$ cat config.mk
export PLATFORM = sky130hd
export DESIGN_NAME = interrupt_control_register
export DESIGN_NICKNAME = d
export VERILOG_FILES = /design/src/hdl/interrupt_enable_and_flag_pkg.sv /design/src/hdl/interrupt_control_register.sv /design/src/hdl/port_change_detect.sv
export SDC_FILE = /design/constraint.sdc
export NUM_CORES = 1
export LEC_CHECK = 0
export BUFFER_PORTS_ARGS = -buffer_cell sky130_fd_sc_hd__buf_2
export CORE_ASPECT_RATIO = 0.7
export CORE_MARGIN = 3
export CORE_UTILIZATION = 46
export DETAILED_ROUTE_END_ITERATION = 8
export PLACE_DENSITY = 0.83
export SYNTH_ARGS = -nofsm -noshare
export SYNTH_HDL_FRONTEND = slang
export SYNTH_SLANG_ARGS = --single-unit
$ cat constraint.sdc
create_clock -name clk_in -period 2.19 [get_ports clk_in]
set_input_delay 0.219 -clock clk_in [delete_from_list [all_inputs] [get_ports clk_in]]
set_output_delay 0.219 -clock clk_in [all_outputs]
set_load 0.01 [all_outputs]
$ cat src/hdl/interrupt_enable_and_flag_pkg.sv
package irq_ctl_pkg;
  // ==========================================
  // Register map
  localparam logic [31:0] ADDR_INTCTL = 32'h0000_0000;
  localparam logic [31:0] ADDR_CONFIG = 32'h0000_0004;
  localparam logic [31:0] ADDR_STATUS = 32'h0000_0008;
  localparam logic [31:0] ADDR_PORT_READ = 32'h0000_000c;
  // ==========================================
  // Field positions in the control register, and the priority mode bit of the config register
  localparam int BIT_GLOBAL = 7;
  localparam int BIT_PERIPH = 6;
  localparam int BIT_TMR_EN = 5;
  localparam int BIT_EXT_EN = 4;
  localparam int BIT_PORT_EN = 3;
  localparam int BIT_TMR_FLAG = 2;
  localparam int BIT_EXT_FLAG = 1;
  localparam int BIT_PORT_FLAG = 0;
  localparam int BIT_PRIO_MODE = 0;
  // ==========================================
  // Reset values
  localparam logic [7:0] INTCTL_RESET = 8'h00;
  localparam logic [3:0] SNAPSHOT_RESET = 4'h0;
  // ==========================================
  // Bus transfer codes
  localparam logic [1:0] HTRANS_NONSEQ = 2'h2;
  localparam logic [2:0] HSIZE_WORD = 3'h2;

  // Interrupt requests toward the core
  typedef struct packed {
    logic high_req;
    logic low_req;
  } irq_s;

  // Latched address phase
  typedef struct packed {
    logic valid;
    logic write;
    logic [31:0] addr;
  } bus_phase_s;
endpackage

$ cat src/hdl/interrupt_control_register.sv
`timescale 1ns/1ps
// Behaviour
// - Without priority mode, the global enable passes every enabled interrupt when 1 and blocks all when 0.
// - With priority mode, the global enable passes high-priority interrupts when 1 and blocks all when 0.
// - The timer-zero overflow request is forwarded only while bit 5 is set.
// - The external pin zero request is forwarded only while bit 4 is set.
// - The port-change request is forwarded only while bit 3 is set.
// - Bit 2 is set on timer-zero overflow and stays set until software writes it to zero.
// - Bit 0 is set while an upper port B pin has changed and is cleared by software.
// - Every flag is set by its source whatever the enables say.
module interrupt_control_register
(
  // Clock and reset
  input wire logic clk_in,
  input wire logic reset_in,
  // AHB-Lite slave
  input wire logic hsel_in,
  input wire logic [31:0] haddr_in,
  input wire logic [1:0] htrans_in,
  input wire logic hwrite_in,
  input wire logic [2:0] hsize_in,
  input wire logic [31:0] hwdata_in,
  input wire logic hready_in,
  output logic [31:0] hrdata_out,
  output logic hreadyout_out,
  output logic hresp_out,
  // Interrupt sources
  input wire logic timer_zero_overflow_in,
  input wire logic external_interrupt_pin_zero_in,
  input wire logic [3:0] port_b_upper_nibble_pins_in,
  input wire logic periph_req_in,
  input wire logic periph_high_prio_in,
  // Requests toward the core
  output irq_ctl_pkg::irq_s irq_out
);
  import irq_ctl_pkg::*;

  // ==========================================
  // Bus address phase capture
  bus_phase_s phase_q;
  bus_phase_s phase_d;
  logic wr_ctl;
  logic wr_cfg;
  logic rd_port;

  // Capture a valid transfer of any size in its address phase
  always_comb
  begin
    phase_d = '0;
    if (hsel_in && hready_in && htrans_in[1])
    begin
      phase_d.valid = 1'b1;
      phase_d.write = hwrite_in;
      phase_d.addr = haddr_in;
    end
  end

  always_ff @(posedge clk_in or posedge reset_in)
  begin
    if (reset_in)
      phase_q <= '0;
    else
      phase_q <= phase_d;
  end

  assign wr_ctl = phase_q.valid && phase_q.write && (phase_q.addr == ADDR_INTCTL);
  assign wr_cfg = phase_q.valid && phase_q.write && (phase_q.addr == ADDR_CONFIG);
  // Snapshot at the same edge that captures the pins as read data
  assign rd_port = phase_d.valid && !phase_d.write && (phase_d.addr == ADDR_PORT_READ);
  assign hreadyout_out = 1'b1;  // Zero wait states
  assign hresp_out = 1'b0;      // Always OKAY

  // ==========================================
  // Port change detector
  logic mismatch;
  logic [3:0] snapshot;

  port_change_detect u_detect
  (
    .clk_in(clk_in),
    .reset_in(reset_in),
    .port_b_upper_nibble_pins_in(port_b_upper_nibble_pins_in),
    .snapshot_in(rd_port),
    .mismatch_out(mismatch),
    .snapshot_out(snapshot)
  );

  // ==========================================
  // Control register and priority mode
  logic [7:0] ctl_q;
  logic [7:0] ctl_d;
  logic prio_q;
  logic prio_d;
  logic ext_q;
  logic ext_d;
  logic ext_rise;

  assign ext_rise = external_interrupt_pin_zero_in && !ext_q;

  // Enables written by software, flags set by hardware with set over clear
  always_comb
  begin
    ctl_d = ctl_q;
    prio_d = prio_q;
    ext_d = external_interrupt_pin_zero_in;
    if (wr_ctl)
      ctl_d = hwdata_in[7:0];
    if (wr_cfg)
      prio_d = hwdata_in[BIT_PRIO_MODE];
    if (timer_zero_overflow_in)
      ctl_d[BIT_TMR_FLAG] = 1'b1;
    if (ext_rise)
      ctl_d[BIT_EXT_FLAG] = 1'b1;
    if (mismatch)
      ctl_d[BIT_PORT_FLAG] = 1'b1;
  end

  always_ff @(posedge clk_in or posedge reset_in)
  begin
    if (reset_in)
    begin
      ctl_q <= INTCTL_RESET;
      prio_q <= 1'b0;
      ext_q <= 1'b0;
    end
    else
    begin
      ctl_q <= ctl_d;
      prio_q <= prio_d;
      ext_q <= ext_d;
    end
  end

  // ==========================================
  // Gating toward the core
  logic core_pend;
  logic glob;
  logic per;

  assign glob = ctl_q[BIT_GLOBAL];
  assign per = ctl_q[BIT_PERIPH];
  // Core sources: per-source enable and flag
  assign core_pend = (ctl_q[BIT_TMR_EN] && ctl_q[BIT_TMR_FLAG])
    || (ctl_q[BIT_EXT_EN] && ctl_q[BIT_EXT_FLAG])
    || (ctl_q[BIT_PORT_EN] && ctl_q[BIT_PORT_FLAG]);

  irq_s irq_d;
  always_comb
  begin
    irq_d = '0;
    if (!prio_q)
    begin
      irq_d.high_req = glob && (core_pend || (per && periph_req_in));
    end
    else
    begin
      // Core sources are high priority in priority mode
      irq_d.high_req = glob && (core_pend || (periph_req_in && periph_high_prio_in));
      irq_d.low_req = glob && per && periph_req_in && !periph_high_prio_in;
    end
  end

  irq_s irq_q;
  always_ff @(posedge clk_in or posedge reset_in)
  begin
    if (reset_in)
      irq_q <= '0;
    else
      irq_q <= irq_d;
  end
  assign irq_out = irq_q;

  // ==========================================
  // Read data
  logic [31:0] rdata_d;
  logic [31:0] rdata_q;
  always_comb
  begin
    rdata_d = 32'h0000_0000;
    if (phase_d.valid && !phase_d.write)
    begin
      case (phase_d.addr)
        ADDR_INTCTL: rdata_d = {24'h00_0000, ctl_d};  // Sees a write still in its data phase
        ADDR_CONFIG: rdata_d = {31'h0000_0000, prio_d};  // Sees a write still in its data phase
        ADDR_STATUS: rdata_d = {30'h0000_0000, irq_q.low_req, irq_q.high_req};
        ADDR_PORT_READ: rdata_d = {28'h000_0000, port_b_upper_nibble_pins_in};
        default: rdata_d = 32'h0000_0000;
      endcase
    end
  end

  always_ff @(posedge clk_in or posedge reset_in)
  begin
    if (reset_in)
      rdata_q <= 32'h0000_0000;
    else
      rdata_q <= rdata_d;
  end
  assign hrdata_out = rdata_q;

  // ==========================================
  // Assertions
  property p_tmr_flag_set;
    @(posedge clk_in) disable iff (reset_in)
    timer_zero_overflow_in |=> ctl_q[BIT_TMR_FLAG];
  endproperty
  a_tmr_flag_set: assert property (p_tmr_flag_set) else $error("timer flag not set");

  property p_tmr_flag_hold;
    @(posedge clk_in) disable iff (reset_in)
    (ctl_q[BIT_TMR_FLAG] && !wr_ctl) |=> ctl_q[BIT_TMR_FLAG];
  endproperty
  a_tmr_flag_hold: assert property (p_tmr_flag_hold) else $error("timer flag cleared by itself");

  property p_port_flag_set;
    @(posedge clk_in) disable iff (reset_in)
    mismatch |=> ctl_q[BIT_PORT_FLAG];
  endproperty
  a_port_flag_set: assert property (p_port_flag_set) else $error("port flag not set");

  property p_ext_flag_set;
    @(posedge clk_in) disable iff (reset_in)
    (external_interrupt_pin_zero_in && !ext_q) |=> ctl_q[BIT_EXT_FLAG];
  endproperty
  a_ext_flag_set: assert property (p_ext_flag_set) else $error("ext flag not set");

  property p_global_off;
    @(posedge clk_in) disable iff (reset_in)
    !glob |=> !irq_q.high_req && !irq_q.low_req;
  endproperty
  a_global_off: assert property (p_global_off) else $error("request while global off");

  property p_tmr_pass;
    @(posedge clk_in) disable iff (reset_in)
    (glob && ctl_q[BIT_TMR_EN] && ctl_q[BIT_TMR_FLAG]) |=> irq_q.high_req;
  endproperty
  a_tmr_pass: assert property (p_tmr_pass) else $error("timer request not passed");

  property p_low_blocked;
    @(posedge clk_in) disable iff (reset_in)
    (prio_q && !per) |=> !irq_q.low_req;
  endproperty
  a_low_blocked: assert property (p_low_blocked) else $error("low request while disabled");

  property p_ext_blocked;
    @(posedge clk_in) disable iff (reset_in)
    (ctl_q == 8'h82 && !periph_req_in) |=> !irq_q.high_req;
  endproperty
  a_ext_blocked: assert property (p_ext_blocked) else $error("ext request passed");

  property p_port_blocked;
    @(posedge clk_in) disable iff (reset_in)
    (ctl_q == 8'h81 && !periph_req_in) |=> !irq_q.high_req;
  endproperty
  a_port_blocked: assert property (p_port_blocked) else $error("port request passed");

  property p_prio_low_only;
    @(posedge clk_in) disable iff (reset_in)
    (prio_q && glob && !per && !core_pend && periph_req_in && !periph_high_prio_in) |=> !irq_q.high_req;
  endproperty
  a_prio_low_only: assert property (p_prio_low_only) else $error("low source raised high");

  property p_tmr_flag_clear;
    @(posedge clk_in) disable iff (reset_in)
    (wr_ctl && !hwdata_in[BIT_TMR_FLAG] && !timer_zero_overflow_in) |=> !ctl_q[BIT_TMR_FLAG];
  endproperty
  a_tmr_flag_clear: assert property (p_tmr_flag_clear) else $error("timer flag not cleared");

  property p_port_flag_clear;
    @(posedge clk_in) disable iff (reset_in)
    (wr_ctl && !hwdata_in[BIT_PORT_FLAG] && !mismatch) |=> !ctl_q[BIT_PORT_FLAG];
  endproperty
  a_port_flag_clear: assert property (p_port_flag_clear) else $error("port flag set without change");

  property p_snapshot_taken;
    @(posedge clk_in) disable iff (reset_in)
    rd_port |=> (snapshot == $past(port_b_upper_nibble_pins_in));
  endproperty
  a_snapshot_taken: assert property (p_snapshot_taken) else $error("snapshot not taken on port read");

  property p_ext_pass;
    @(posedge clk_in) disable iff (reset_in)
    (glob && ctl_q[BIT_EXT_EN] && ctl_q[BIT_EXT_FLAG]) |=> irq_q.high_req;
  endproperty
  a_ext_pass: assert property (p_ext_pass) else $error("ext request not passed");

  property p_port_pass;
    @(posedge clk_in) disable iff (reset_in)
    (glob && ctl_q[BIT_PORT_EN] && ctl_q[BIT_PORT_FLAG]) |=> irq_q.high_req;
  endproperty
  a_port_pass: assert property (p_port_pass) else $error("port request not passed");

  property p_periph_pass;
    @(posedge clk_in) disable iff (reset_in)
    (!prio_q && glob && per && periph_req_in) |=> irq_q.high_req;
  endproperty
  a_periph_pass: assert property (p_periph_pass) else $error("peripheral request not passed");

  property p_low_pass;
    @(posedge clk_in) disable iff (reset_in)
    (prio_q && glob && per && periph_req_in && !periph_high_prio_in) |=> irq_q.low_req;
  endproperty
  a_low_pass: assert property (p_low_pass) else $error("low request not passed");
endmodule // interrupt_control_register

$ cat src/hdl/port_change_detect.sv
`timescale 1ns/1ps
// ==========================================
// Port B upper nibble change detector
module port_change_detect
(
  // Clock and reset
  input wire logic clk_in,
  input wire logic reset_in,
  // Pins and snapshot control
  input wire logic [3:0] port_b_upper_nibble_pins_in,
  input wire logic snapshot_in,
  // Mismatch and snapshot
  output logic mismatch_out,
  output logic [3:0] snapshot_out
);
  import irq_ctl_pkg::*;

  logic [3:0] latch_q;
  logic [3:0] latch_d;
  logic [3:0] diff;

  // Per-pin comparison against the last read snapshot
  genvar g;
  generate
    for (g = 0; g < 4; g++)
    begin : g_pin
      assign diff[g] = port_b_upper_nibble_pins_in[g] ^ latch_q[g];
    end
  endgenerate

  // Reading the port ends the mismatch
  always_comb
  begin
    latch_d = latch_q;
    if (snapshot_in)
      latch_d = port_b_upper_nibble_pins_in;
  end

  // Snapshot register
  always_ff @(posedge clk_in or posedge reset_in)
  begin
    if (reset_in)
      latch_q <= SNAPSHOT_RESET;
    else
      latch_q <= latch_d;
  end

  assign mismatch_out = |diff;
  assign snapshot_out = latch_q;
endmodule // port_change_detect

==> results_dict.tcl, run 1 <==
set metrics [dict create \
    status "finished, final reports clean" \
    first_global_vias 1748 \
    cts_tree "done" \
    critical_path_required_ns 2.40 \
    drv_slew 0 \
    synthToLayoutAreaGrowth_pct 25.1 \
    slowest_stage "dfrtp_1" \
    finalCritPeriodShare 0.942 \
    slew_headroom 0.629 \
    ys_ff_latch 58 \
    grt_pass1_wl_um 8700 \
    place_ws_ns 0.0677 \
    synth-xor-area-share 0.0141 \
    setup_violations 0 \
    antenna_found_initial 0 \
    hold_path_class "input pin to register" \
    synth_top_family_by_area "simple AND/OR/NAND/NOR gates" \
    vias_per_cell 4.90 \
    p_per_area_nw_per_um2 729 \
    synthesis.area_sq_um 2490 \
    ys_types 34 \
    finalHoldViolCount 0 \
    crit_arrival_ns 2.27 \
    io_pins 118 \
    cts_num_sinks 58 \
    hold_path_depth 2 \
    drive_above_1_share 0.366 \
    postLayoutSetupSlackWorst_ns 0.126 \
    clk_latency_ns 0.33 \
    dp.cells 343 \
    ff2ff_path_depth 6 \
    critPathBufInv 1 \
    grtUsageTotal 0.190 \
    cp-startpoint "phase_q[0]" \
    r2r_end "hrdata_out[3]" \
    drt_first_pass_iters 4 \
    final_cell_area_sq_um 3110 \
    yosysWarnings 0 \
    final_common_cell "buf_2" \
    yosysSeqAreaShare 0.583 \
    cp-end-kind "register" \
    total_power_mw 2.27 \
    drt-initial-drc-count 132 \
    placedInstanceArea_sq_um 2840 \
    startpoint_type "register" \
    final_cells 361 \
    path_cells "nor4_2, nand4_1, nor4_4, buf_6, mux2_4, a41o_1" \
    die_x_um 93.9 \
    vias 1769 \
    worst_pin_slew_ns 0.556 \
    period_minus_slack_ns 2.06 \
    cts_inserted_buffers 9 \
    r2r-start "phase_q[0]" \
    die_y_um 67.5 \
    path_depth 6 \
    synthesis.instances 209 \
    routabilityCongestion 0.839 \
    clk_transition_reported_paths_ns 0.06 \
    synth_area_per_cell_sq_um 11.9 \
    cap_viol_max_count 0 \
    crit_type "register to register" \
    peakVddDrop_mv 0.504 \
    coreArea_sq_um 4990 \
    crit_path_end "hrdata_out[3]" \
    grt_max_degree 35 \
    crit_fanout 8 \
    h-tree-depth 3 \
    cts-root-buf "clkbuf_8" \
    leakage_nw 1.62 \
    drc 0 \
    cp_top_family "simple AND/OR/NAND/NOR gates" \
    rows 21 \
    whs_ns 0.0531 \
    worst_clock_skew_ns 0.00559 \
    layout.nets 370 \
    synth_compound_area_frac 0.0357 \
    port_buffers 63 \
    grt_overflow_total 0 \
    synthAdderAreaFrac 0 \
    yosys.area_share.simple 0.230 \
    dieArea_sq_um 6340 \
    antenna_left 0 \
    routedWlPerCell_um 15.3 \
    fmax_ghz 0.485 \
    critPathMaxStageDelay_ns 0.38 \
    start_util 0.498 \
    antenna_cells 0 \
    synthMuxAreaShare 0.0468 \
    rrSetupSlack_ns 0.13 \
    cts_buffer_depth 2 \
    drt_wl_total_um 5510 \
    dp_hpwl_um 4160 \
    layout_common_cells "buf_2, dfrtp_1, and2_1" \
]
-- per-stage QoR --
| step | setup TNS, ns | util |
|---|---|---|
| 5_1_grt | -0.00234 | 0.624 |
| 6_report | 0 | 0.624 |
| 3_5_place_dp | 0 | 0.569 |
| 3_3_place_gp | 0 | 0.569 |
| 2_1_floorplan | 0 | - |
| 4_1_cts | 0 | 0.616 |
-- cells by family (layout without fill, tap and decap cells) --
family | after synthesis | after routing
AND/OR/NAND/NOR | 92 | 92
flip-flops | 58 | 58
buffers and inverters | 32 | 91
AO/OA/AOI/OAI | 11 | 11
multiplexers | 10 | 10
XOR/XNOR | 4 | 4
other | 2 | 26
-- per-layer routing --
| metal | share of wire | global-route usage |
|---|---|---|
| met5 | 0 | 0 |
| met4 | 0.0085 | 0.0541 |
| met3 | 0.088 | 0.0869 |
| met2 | 0.47 | 0.287 |
| met1 | 0.43 | 0.248 |
-- report_power, final --
group          switching, mW  internal [mW]
clock network          0.378          0.610
logic                  0.106         0.0740
registers            0.00976           1.09
-- synth_stat cells --
cell type | instances | share of area
dfrtp_1 | 58 | 0.58
and2_1 | 33 | 0.083
buf_4 | 26 | 0.078
nor4_1 | 18 | 0.045
mux2_2 | 9 | 0.041
nor2_1 | 8 | 0.012
nor3_1 | 5 | 0.010
and2b_1 | 4 | 0.012
clkbuf_1 | 4 | 0.0060
nand2_1 | 4 | 0.0060
nand3_1 | 4 | 0.0080
nand4_1 | 4 | 0.010
xor2_1 | 4 | 0.014
nor3b_1 | 3 | 0.0090
and3_1 | 2 | 0.0050
conb_1 | 2 | 0.0030
inv_1 | 2 | 0.0030
o21ai_0 | 2 | 0.0040
o31ai_1 | 2 | 0.0060
a21bo_2 | 1 | 0.0040
a21boi_0 | 1 | 0.0030
a21o_1 | 1 | 0.0030
a222oi_1 | 1 | 0.0040
a41o_1 | 1 | 0.0040
mux2_4 | 1 | 0.0060
nand2b_1 | 1 | 0.0025
nand3b_1 | 1 | 0.0030
nor2b_1 | 1 | 0.0025
nor4_2 | 1 | 0.0050
nor4_4 | 1 | 0.0085
nor4bb_1 | 1 | 0.0040
o311ai_1 | 1 | 0.0035
o32a_1 | 1 | 0.0040
or3b_2 | 1 | 0.0035
-- state kept, by name, summed over array words and instances, names as in the netlist --
| name | cells |
|---|---|
| phase_q | 34 |
| ctl_q | 8 |
| hrdata_out | 8 |
| u_detect.snapshot_out | 4 |
| irq_out | 2 |
| ext_q | 1 |
| prio_q | 1 |
-- worst min path at each step --
stage	start	end	slack [ns]
2_1_floorplan	external_interrupt_pin_zero_in	ext_q	0.25
3_3_place_gp	reset_in	ext_q	0.29
3_5_place_dp	reset_in	ext_q	0.30
4_1_cts	periph_high_prio_in	irq_out[0]	0.04
5_1_grt	periph_high_prio_in	irq_out[0]	0.03
6_report	periph_high_prio_in	irq_out[0]	0.05
-- area by class of cell --
cell class / instances / area, sq um
tap: 69 / 86.3
clock inverter: 2 / 35.0
sequential: 58 / 1450
inverter: 2 / 7.51
fill: 410 / 1880
clock buffer: 13 / 169
timing repair buffer: 74 / 419
multi-input combinational: 143 / 946
-- timing repair --
item / in CTS / in global routing
pin swaps: 0 / 1
endpoints found under the hold margin: 25 / 0
resized for setup: 1 / 6
hold buffers: 2 / 0
setup buffers: 0 / 1
setup endpoints to repair: 1 / 9
Power figures use the tool's default switching activity.
==> run 2, diff against run 1 <==
--- a/config.mk
+++ b/config.mk
@@ -7,2 +7,3 @@
 export LEC_CHECK = 0
+export ABC_AREA = 1
 export BUFFER_PORTS_ARGS = -buffer_cell sky130_fd_sc_hd__buf_2
@@ -10,5 +11,5 @@
 export CORE_MARGIN = 3
-export CORE_UTILIZATION = 46
+export CORE_UTILIZATION = 48
 export DETAILED_ROUTE_END_ITERATION = 8
-export PLACE_DENSITY = 0.83
+export PLACE_DENSITY = 0.84
 export SYNTH_ARGS = -nofsm -noshare
--- a/constraint.sdc
+++ b/constraint.sdc
@@ -3,2 +3,2 @@
 set_output_delay 0.219 -clock clk_in [all_outputs]
-set_load 0.01 [all_outputs]
+set_load 0.02 [all_outputs]
==> run 2 against run 1 <==
Compared with the run above: sequential share of layout area decreased by 3.5 points; flip-flop and latch count unchanged; clock-buffer cell count is 1 higher; register-to-register slack improved by 0.25 ns; sequential power about the same; non-clock buffer count is 5 lower; clock power is 2.3% lower; hold slack gained 0.046 ns; via count grew 25%; final area grew 8.0%.
==> results_dict.tcl, run 2 <==
set metrics [dict create \
    status "finished, final reports clean" \
    clk_latency_ns 0.33 \
    die_y_um 70.5 \
    first_global_vias 2095 \
    finalHoldViolCount 0 \
    r2r_end "hrdata_out[1]" \
    antenna_found_initial 0 \
    cts_inserted_buffers 9 \
    r2r-start "phase_q[6]" \
    rrSetupSlack_ns 0.37 \
    yosysMostFrequentCell "nor2_1" \
    fmax_ghz 0.551 \
    path_cells "nor2_1, nand3_1, nor2_1, nand3_2, inv_1, nor2_1, nor2_1, nor2_1, nor2_1, nor2_1" \
    yosysSeqAreaShare 0.509 \
    hold_path_depth 3 \
    yosys-top-cells-area "dfrtp_1, nor2_1, nand2_1" \
    cap_viol_max_count 0 \
    layout_common_cells "nor2_1, nand2_1, buf_2" \
    synth_ff_type "dfrtp_1" \
    critical_path_required_ns 2.41 \
    synth_top_family_by_area "simple AND/OR/NAND/NOR gates" \
    drt_first_pass_iters 4 \
    synthesis.area_sq_um 2850 \
    regArea_sq_um 1450 \
    drt-initial-drc-count 109 \
    hold_path_class "input pin to register" \
    drv_slew 0 \
    die_x_um 98.2 \
    layout.nets 505 \
    synth-xor-area-share 0.0123 \
    drt_wl_total_um 5640 \
    io_pins 118 \
    cts_setup_buffers 0 \
    hp-start "haddr_in[23]" \
    synth_compound_area_frac 0.0390 \
    multi_input_area_sq_um 1040 \
    crit_arrival_ns 2.03 \
    slowest_stage "dfrtp_1" \
    ys_top_cells_by_count "nor2_1, nand2_1, dfrtp_1, inv_1, buf_4" \
    h-tree-depth 3 \
    vias 2209 \
    dieArea_sq_um 6920 \
    drc 0 \
    setup_violations 0 \
    antenna_left 0 \
    whs_ns 0.0989 \
    cts_num_sinks 58 \
    finalCritPeriodShare 0.829 \
    synthAdderAreaFrac 0 \
    startpoint_type "register" \
    ys_async_sr_fraction 1.00 \
    grt_overflow_total 0 \
    cp_top_family "simple AND/OR/NAND/NOR gates" \
    grtUsageTotal 0.175 \
    routedWlPerCell_um 11.3 \
    dp.cells 482 \
    routabilityCongestion 0.848 \
    dp_hpwl_um 4420 \
    ys_ff_latch 58 \
    antenna_cells 0 \
    hold_end "phase_q[23]" \
    yosysWarnings 0 \
    crit_fanout 8 \
    ys_types 28 \
    place_ws_ns 0.389 \
    nFillCells 453 \
    vias_per_cell 4.42 \
    top_register "phase_q" \
    synth.top_cell.area_share 0.509 \
    critPathBufInv 1 \
    peakVddDrop_mv 0.378 \
    cts_tree "done" \
    final_cells 500 \
    worst_clock_skew_ns 0.00605 \
    critPathMaxStageDelay_ns 0.37 \
    rows 22 \
    clk_transition_reported_paths_ns 0.06 \
    port_buffers 63 \
    yosys.area_share.simple 0.281 \
    yosysTopAreaCell "dfrtp_1" \
    grt_pass1_wl_um 9310 \
    crit_type "register to register" \
    cts_buffer_depth 2 \
    tns_ns 0 \
    synth_edf_count 0 \
    postLayoutSetupSlackWorst_ns 0.373 \
    cts-root-buf "clkbuf_8" \
    synthToLayoutAreaGrowth_pct 17.8 \
    ff2ff_path_depth 10 \
    synthesis.instances 349 \
    final_common_cell "nor2_1" \
    cp_common_cell "nor2_1" \
    start_util 0.521 \
    grt_max_degree 25 \
    leakage_nw 2.00 \
    period_minus_slack_ns 1.82 \
    drive_above_1_share 0.255 \
    coreArea_sq_um 5480 \
    largest_reg_flops 34 \
    rsz0062_at_grt "no" \
    synthMuxAreaShare 0 \
    synth_area_per_cell_sq_um 8.18 \
    p_per_area_nw_per_um2 702 \
    final_util 0.614 \
    cp-end-kind "register" \
]
==> run 2: changes by cell type after synthesis, moves of 9 or more <==
| cell | before | now |
|---|---|---|
| nand2_1 | 4 | 63 |
| mux2_2 | 9 | 0 |
| nor4_1 | 18 | 0 |
| and2_1 | 33 | 0 |
| nor2_1 | 8 | 80 |
| inv_1 | 2 | 55 |
==> run 2: report_power, final <==
group / switching [mW] / internal [mW] / leakage (nW) / total [mW]
clock network: 0.378 / 0.587 / 0.101 / 0.965
registers: 0.0118 / 1.10 / 0.763 / 1.11
logic: 0.193 / 0.0924 / 1.14 / 0.286
total: 0.583 / 1.78 / 2.00 / 2.36
==> run 2: final cells by class <==
type,count,area share
Timing Repair Buffer,69,0.109
Multi-Input combinational cell,228,0.311
Clock inverter,2,0.0104
Tap cell,72,0.0268
Inverter,57,0.0636
Sequential cell,58,0.432
Clock buffer,14,0.0484
==> run 2: worst register-to-register path, stage by stage (launching register included) <==
cell and delay (ns):
dfrtp_1 0.37, nor2_1 0.23, nand3_1 0.12, nor2_1 0.14
nand3_2 0.18, inv_1 0.19, nor2_1 0.06, nor2_1 0.18
nor2_1 0.06, nor2_1 0.11, nor2_1 0.07
==> run 2: timing repair <==
| item | 4_1_cts | 5_1_grt |
|---|---|---|
| hold buffers | 2 | 0 |
| hold endpoints to repair | 17 | 0 |
| gates resized for setup | 0 | 0 |
==> run 2: kinds of logic after synthesis <==
family          Yosys count
compound gates           16
other cells               2
xor+xnor                  4
simple gates            182
flops                    58
buf+inv                  87
==> run 2: per-stage QoR <==
| stage | area, sq um | power, mW |
|---|---|---|
| 2_1_floorplan | 2940 | 1.35 |
| 3_3_place_gp | 3150 | 1.40 |
| 3_5_place_dp | 3150 | 1.41 |
| 4_1_cts | 3360 | 2.38 |
| 5_1_grt | 3360 | 2.47 |
| 6_report | 3360 | 2.36 |
==> run 2: routing by layer <==
layer,up-vias,part of all wire,track usage
met1,1001,0.44,0.214
li1,1133,-,-
met3,8,0.072,0.0768
met5,-,0,0
met4,0,0.014,0.0561
met2,67,0.47,0.280
==> run 2: worst max path at each step <==
| stage | start | to | slack, ns | cells past startpoint |
|---|---|---|---|---|
| after global routing | phase_q[29] | hrdata_out[1] | 0.16 | 12 |
| final | phase_q[6] | hrdata_out[1] | 0.37 | 10 |
| after global placement | hsel_in | hrdata_out[0] | 0.43 | 13 |
| after floorplan | reset_in | ctl_q[0] | 0.54 | 1 |
| after detailed placement | hsel_in | hrdata_out[0] | 0.39 | 13 |
| after CTS | phase_q[31] | hrdata_out[1] | 0.40 | 12 |
==> run 3, diff against run 2 <==
ABC_AREA = 0   (was 1)
CORE_UTILIZATION = 46   (was 48)
PLACE_DENSITY = 0.83   (was 0.84)
clock period = 1.8 ns   (was 2.19 ns; I/O delays follow)
==> run 3 against run 2 <==
Compared with the run above: the flow now finishes with violations (negative setup slack); non-clock buffer count is 16 higher; register-to-register slack worse by 0.56 ns; clock power rose by 37%; final area about the same; clock-buffer cell count is 3 lower; final cell count down 25%.
==> results_dict.tcl, run 3 (synthesis gave the netlist of run 1 again) <==
set metrics [dict create \
    crit_fanout 7 \
    routabilityCongestion 0.784 \
    drt_first_pass_iters 4 \
    combinationalPowerShare 0.102 \
    drt-initial-drc-count 110 \
    grtUsageTotal 0.195 \
    violations "negative setup slack" \
    finalCritPeriodShare 1.10 \
    crit_type "register to register" \
    clk_latency_ns 0.33 \
    drv_slew 0 \
    cts-root-buf "clkbuf_8" \
    postLayoutSetupSlackWorst_ns -0.189 \
    final_common_cell "buf_2" \
    routedWlPerCell_um 16.4 \
    status "finished, violations left" \
    seqPwrFrac 0.454 \
    io_pins 118 \
    dp_hpwl_um 3910 \
    port_buffers 63 \
    antenna_left 0 \
    antenna_cells 0 \
    rrSetupSlack_ns -0.19 \
    cts_num_sinks 58 \
    layout_common_cells "buf_2, dfrtp_1, and2_1" \
    vias_per_cell 4.97 \
    cts_buffer_depth 2 \
    critical_path_required_ns 2.02 \
    coreArea_sq_um 4990 \
    period_minus_slack_ns 1.99 \
    antenna_found_initial 0 \
    hold_path_class "input pin to register" \
    clockPowerShare 0.444 \
    grt_pass1_wl_um 9110 \
    worst_clock_skew_ns 0.00681 \
    r2r_end "hrdata_out[3]" \
    dieArea_sq_um 6340 \
    largest_reg_flops 34 \
    drc 0 \
    startpoint_type "register" \
    nFillCells 358 \
    first_global_vias 1896 \
    die_x_um 93.9 \
    setup_violations 17 \
    grt_overflow_total 0 \
    finalHoldViolCount 0 \
    cap_viol_max_count 0 \
    internal-power_mw 2.27 \
    cp-end-kind "register" \
    fmax_ghz 0.503 \
    top_register "phase_q" \
    cp-startpoint "phase_q[7]" \
    cts_tree "done" \
    peakVddDrop_mv 0.401 \
    p_per_area_nw_per_um2 881 \
    drt_wl_total_um 6110 \
    clk_transition_reported_paths_ns 0.06 \
    die_y_um 67.5 \
    grt_max_degree 50 \
    final_util 0.674 \
    vias 1852 \
    rsz0062_at_grt "yes" \
    cts_inserted_buffers 9 \
    leakage_nw 1.73 \
    tns_ns -1.65 \
    start_util 0.498 \
    p_sw_mw 0.694 \
    r2r-start "phase_q[7]" \
    layout.nets 381 \
    rows 21 \
    synthToLayoutAreaGrowth_pct 35.2 \
    drive_above_1_share 0.428 \
    crit_arrival_ns 2.21 \
    ff2ff_path_depth 6 \
    crit_path_end "hrdata_out[3]" \
    power_switching_share 0.234 \
    h-tree-depth 3 \
]
[run 3: cell types whose count changed in the layout (fill, tap and decap cells not counted), moves of 10 or more]
cell / delta
nand2_1: -60
and2_1: +33
nor2_1: -72
inv_1: -53
nor4_1: +10
[run 3: metrics by stage]
stage	power (mW)	hold WS, ns	setup slack, ns	instances	area, sq um
floorplan	1.53	0.211	-0.153	233	2590
global placement	1.61	0.118	-0.258	350	2910
detailed placement	1.61	0.120	-0.280	350	2910
CTS	2.96	0.00274	-0.119	372	3290
global route	3.08	0.0196	-0.287	373	3360
finish	2.96	0.0226	-0.189	373	3360
[run 3: layout make-up]
| cell class | instances | area [sq um] | share of cell area |
|---|---|---|---|
| Inverter | 2 | 7.51 | 0.00223 |
| Timing Repair Buffer | 85 | 520 | 0.155 |
| Clock inverter | 5 | 77.6 | 0.0231 |
| Sequential cell | 58 | 1450 | 0.431 |
| Tap cell | 69 | 86.3 | 0.0257 |
| Multi-Input combinational cell | 143 | 1080 | 0.321 |
| Clock buffer | 11 | 141 | 0.0420 |
[run 3: critical path, cell delays in order, from the launching register on]
cell and delay [ns]:
dfrtp_1 0.42, nor4_4 0.36, nand2_2 0.14, nor4_4 0.28, buf_6 0.18, mux2_4 0.31
a41o_1 0.17
[run 3: power groups by stage]
stage	Combinational [mW]	Sequential [mW]	Clock (mW)
global placement	0.247	1.36	0
global route	0.330	1.35	1.40
CTS	0.284	1.34	1.33
finish	0.302	1.35	1.32
detailed placement	0.251	1.36	0
floorplan	0.172	1.36	0
[run 3: worst min-delay path by stage]
stage                                         from    endpoint  slack (ns)  cells after the start
CTS                            periph_high_prio_in  irq_out[0]       0.003                      2
detailed placement                        reset_in  phase_q[5]        0.12                      2
global placement                          reset_in  phase_q[5]        0.12                      2
floorplan           external_interrupt_pin_zero_in       ext_q        0.21                      0
finish                         periph_high_prio_in  irq_out[0]        0.02                      2
global route                   periph_high_prio_in  irq_out[0]        0.02                      2
[run 3: repair_timing]
action	in CTS	in global routing
setup buffers	4	1
hold endpoints to repair	10	0
hold buffers	2	0
pin swaps	16	11
gates resized for setup	23	12
setup endpoints to repair	17	17
[run 3: per-layer routing]
layer	wire, um	part of all wire	up-vias	GRT usage
met5	0	0	-	0
met3	507	0.083	7	0.0780
met4	93	0.015	0	0.0793
met1	2580	0.42	907	0.253
li1	-	-	858	-
met2	2920	0.48	80	0.294
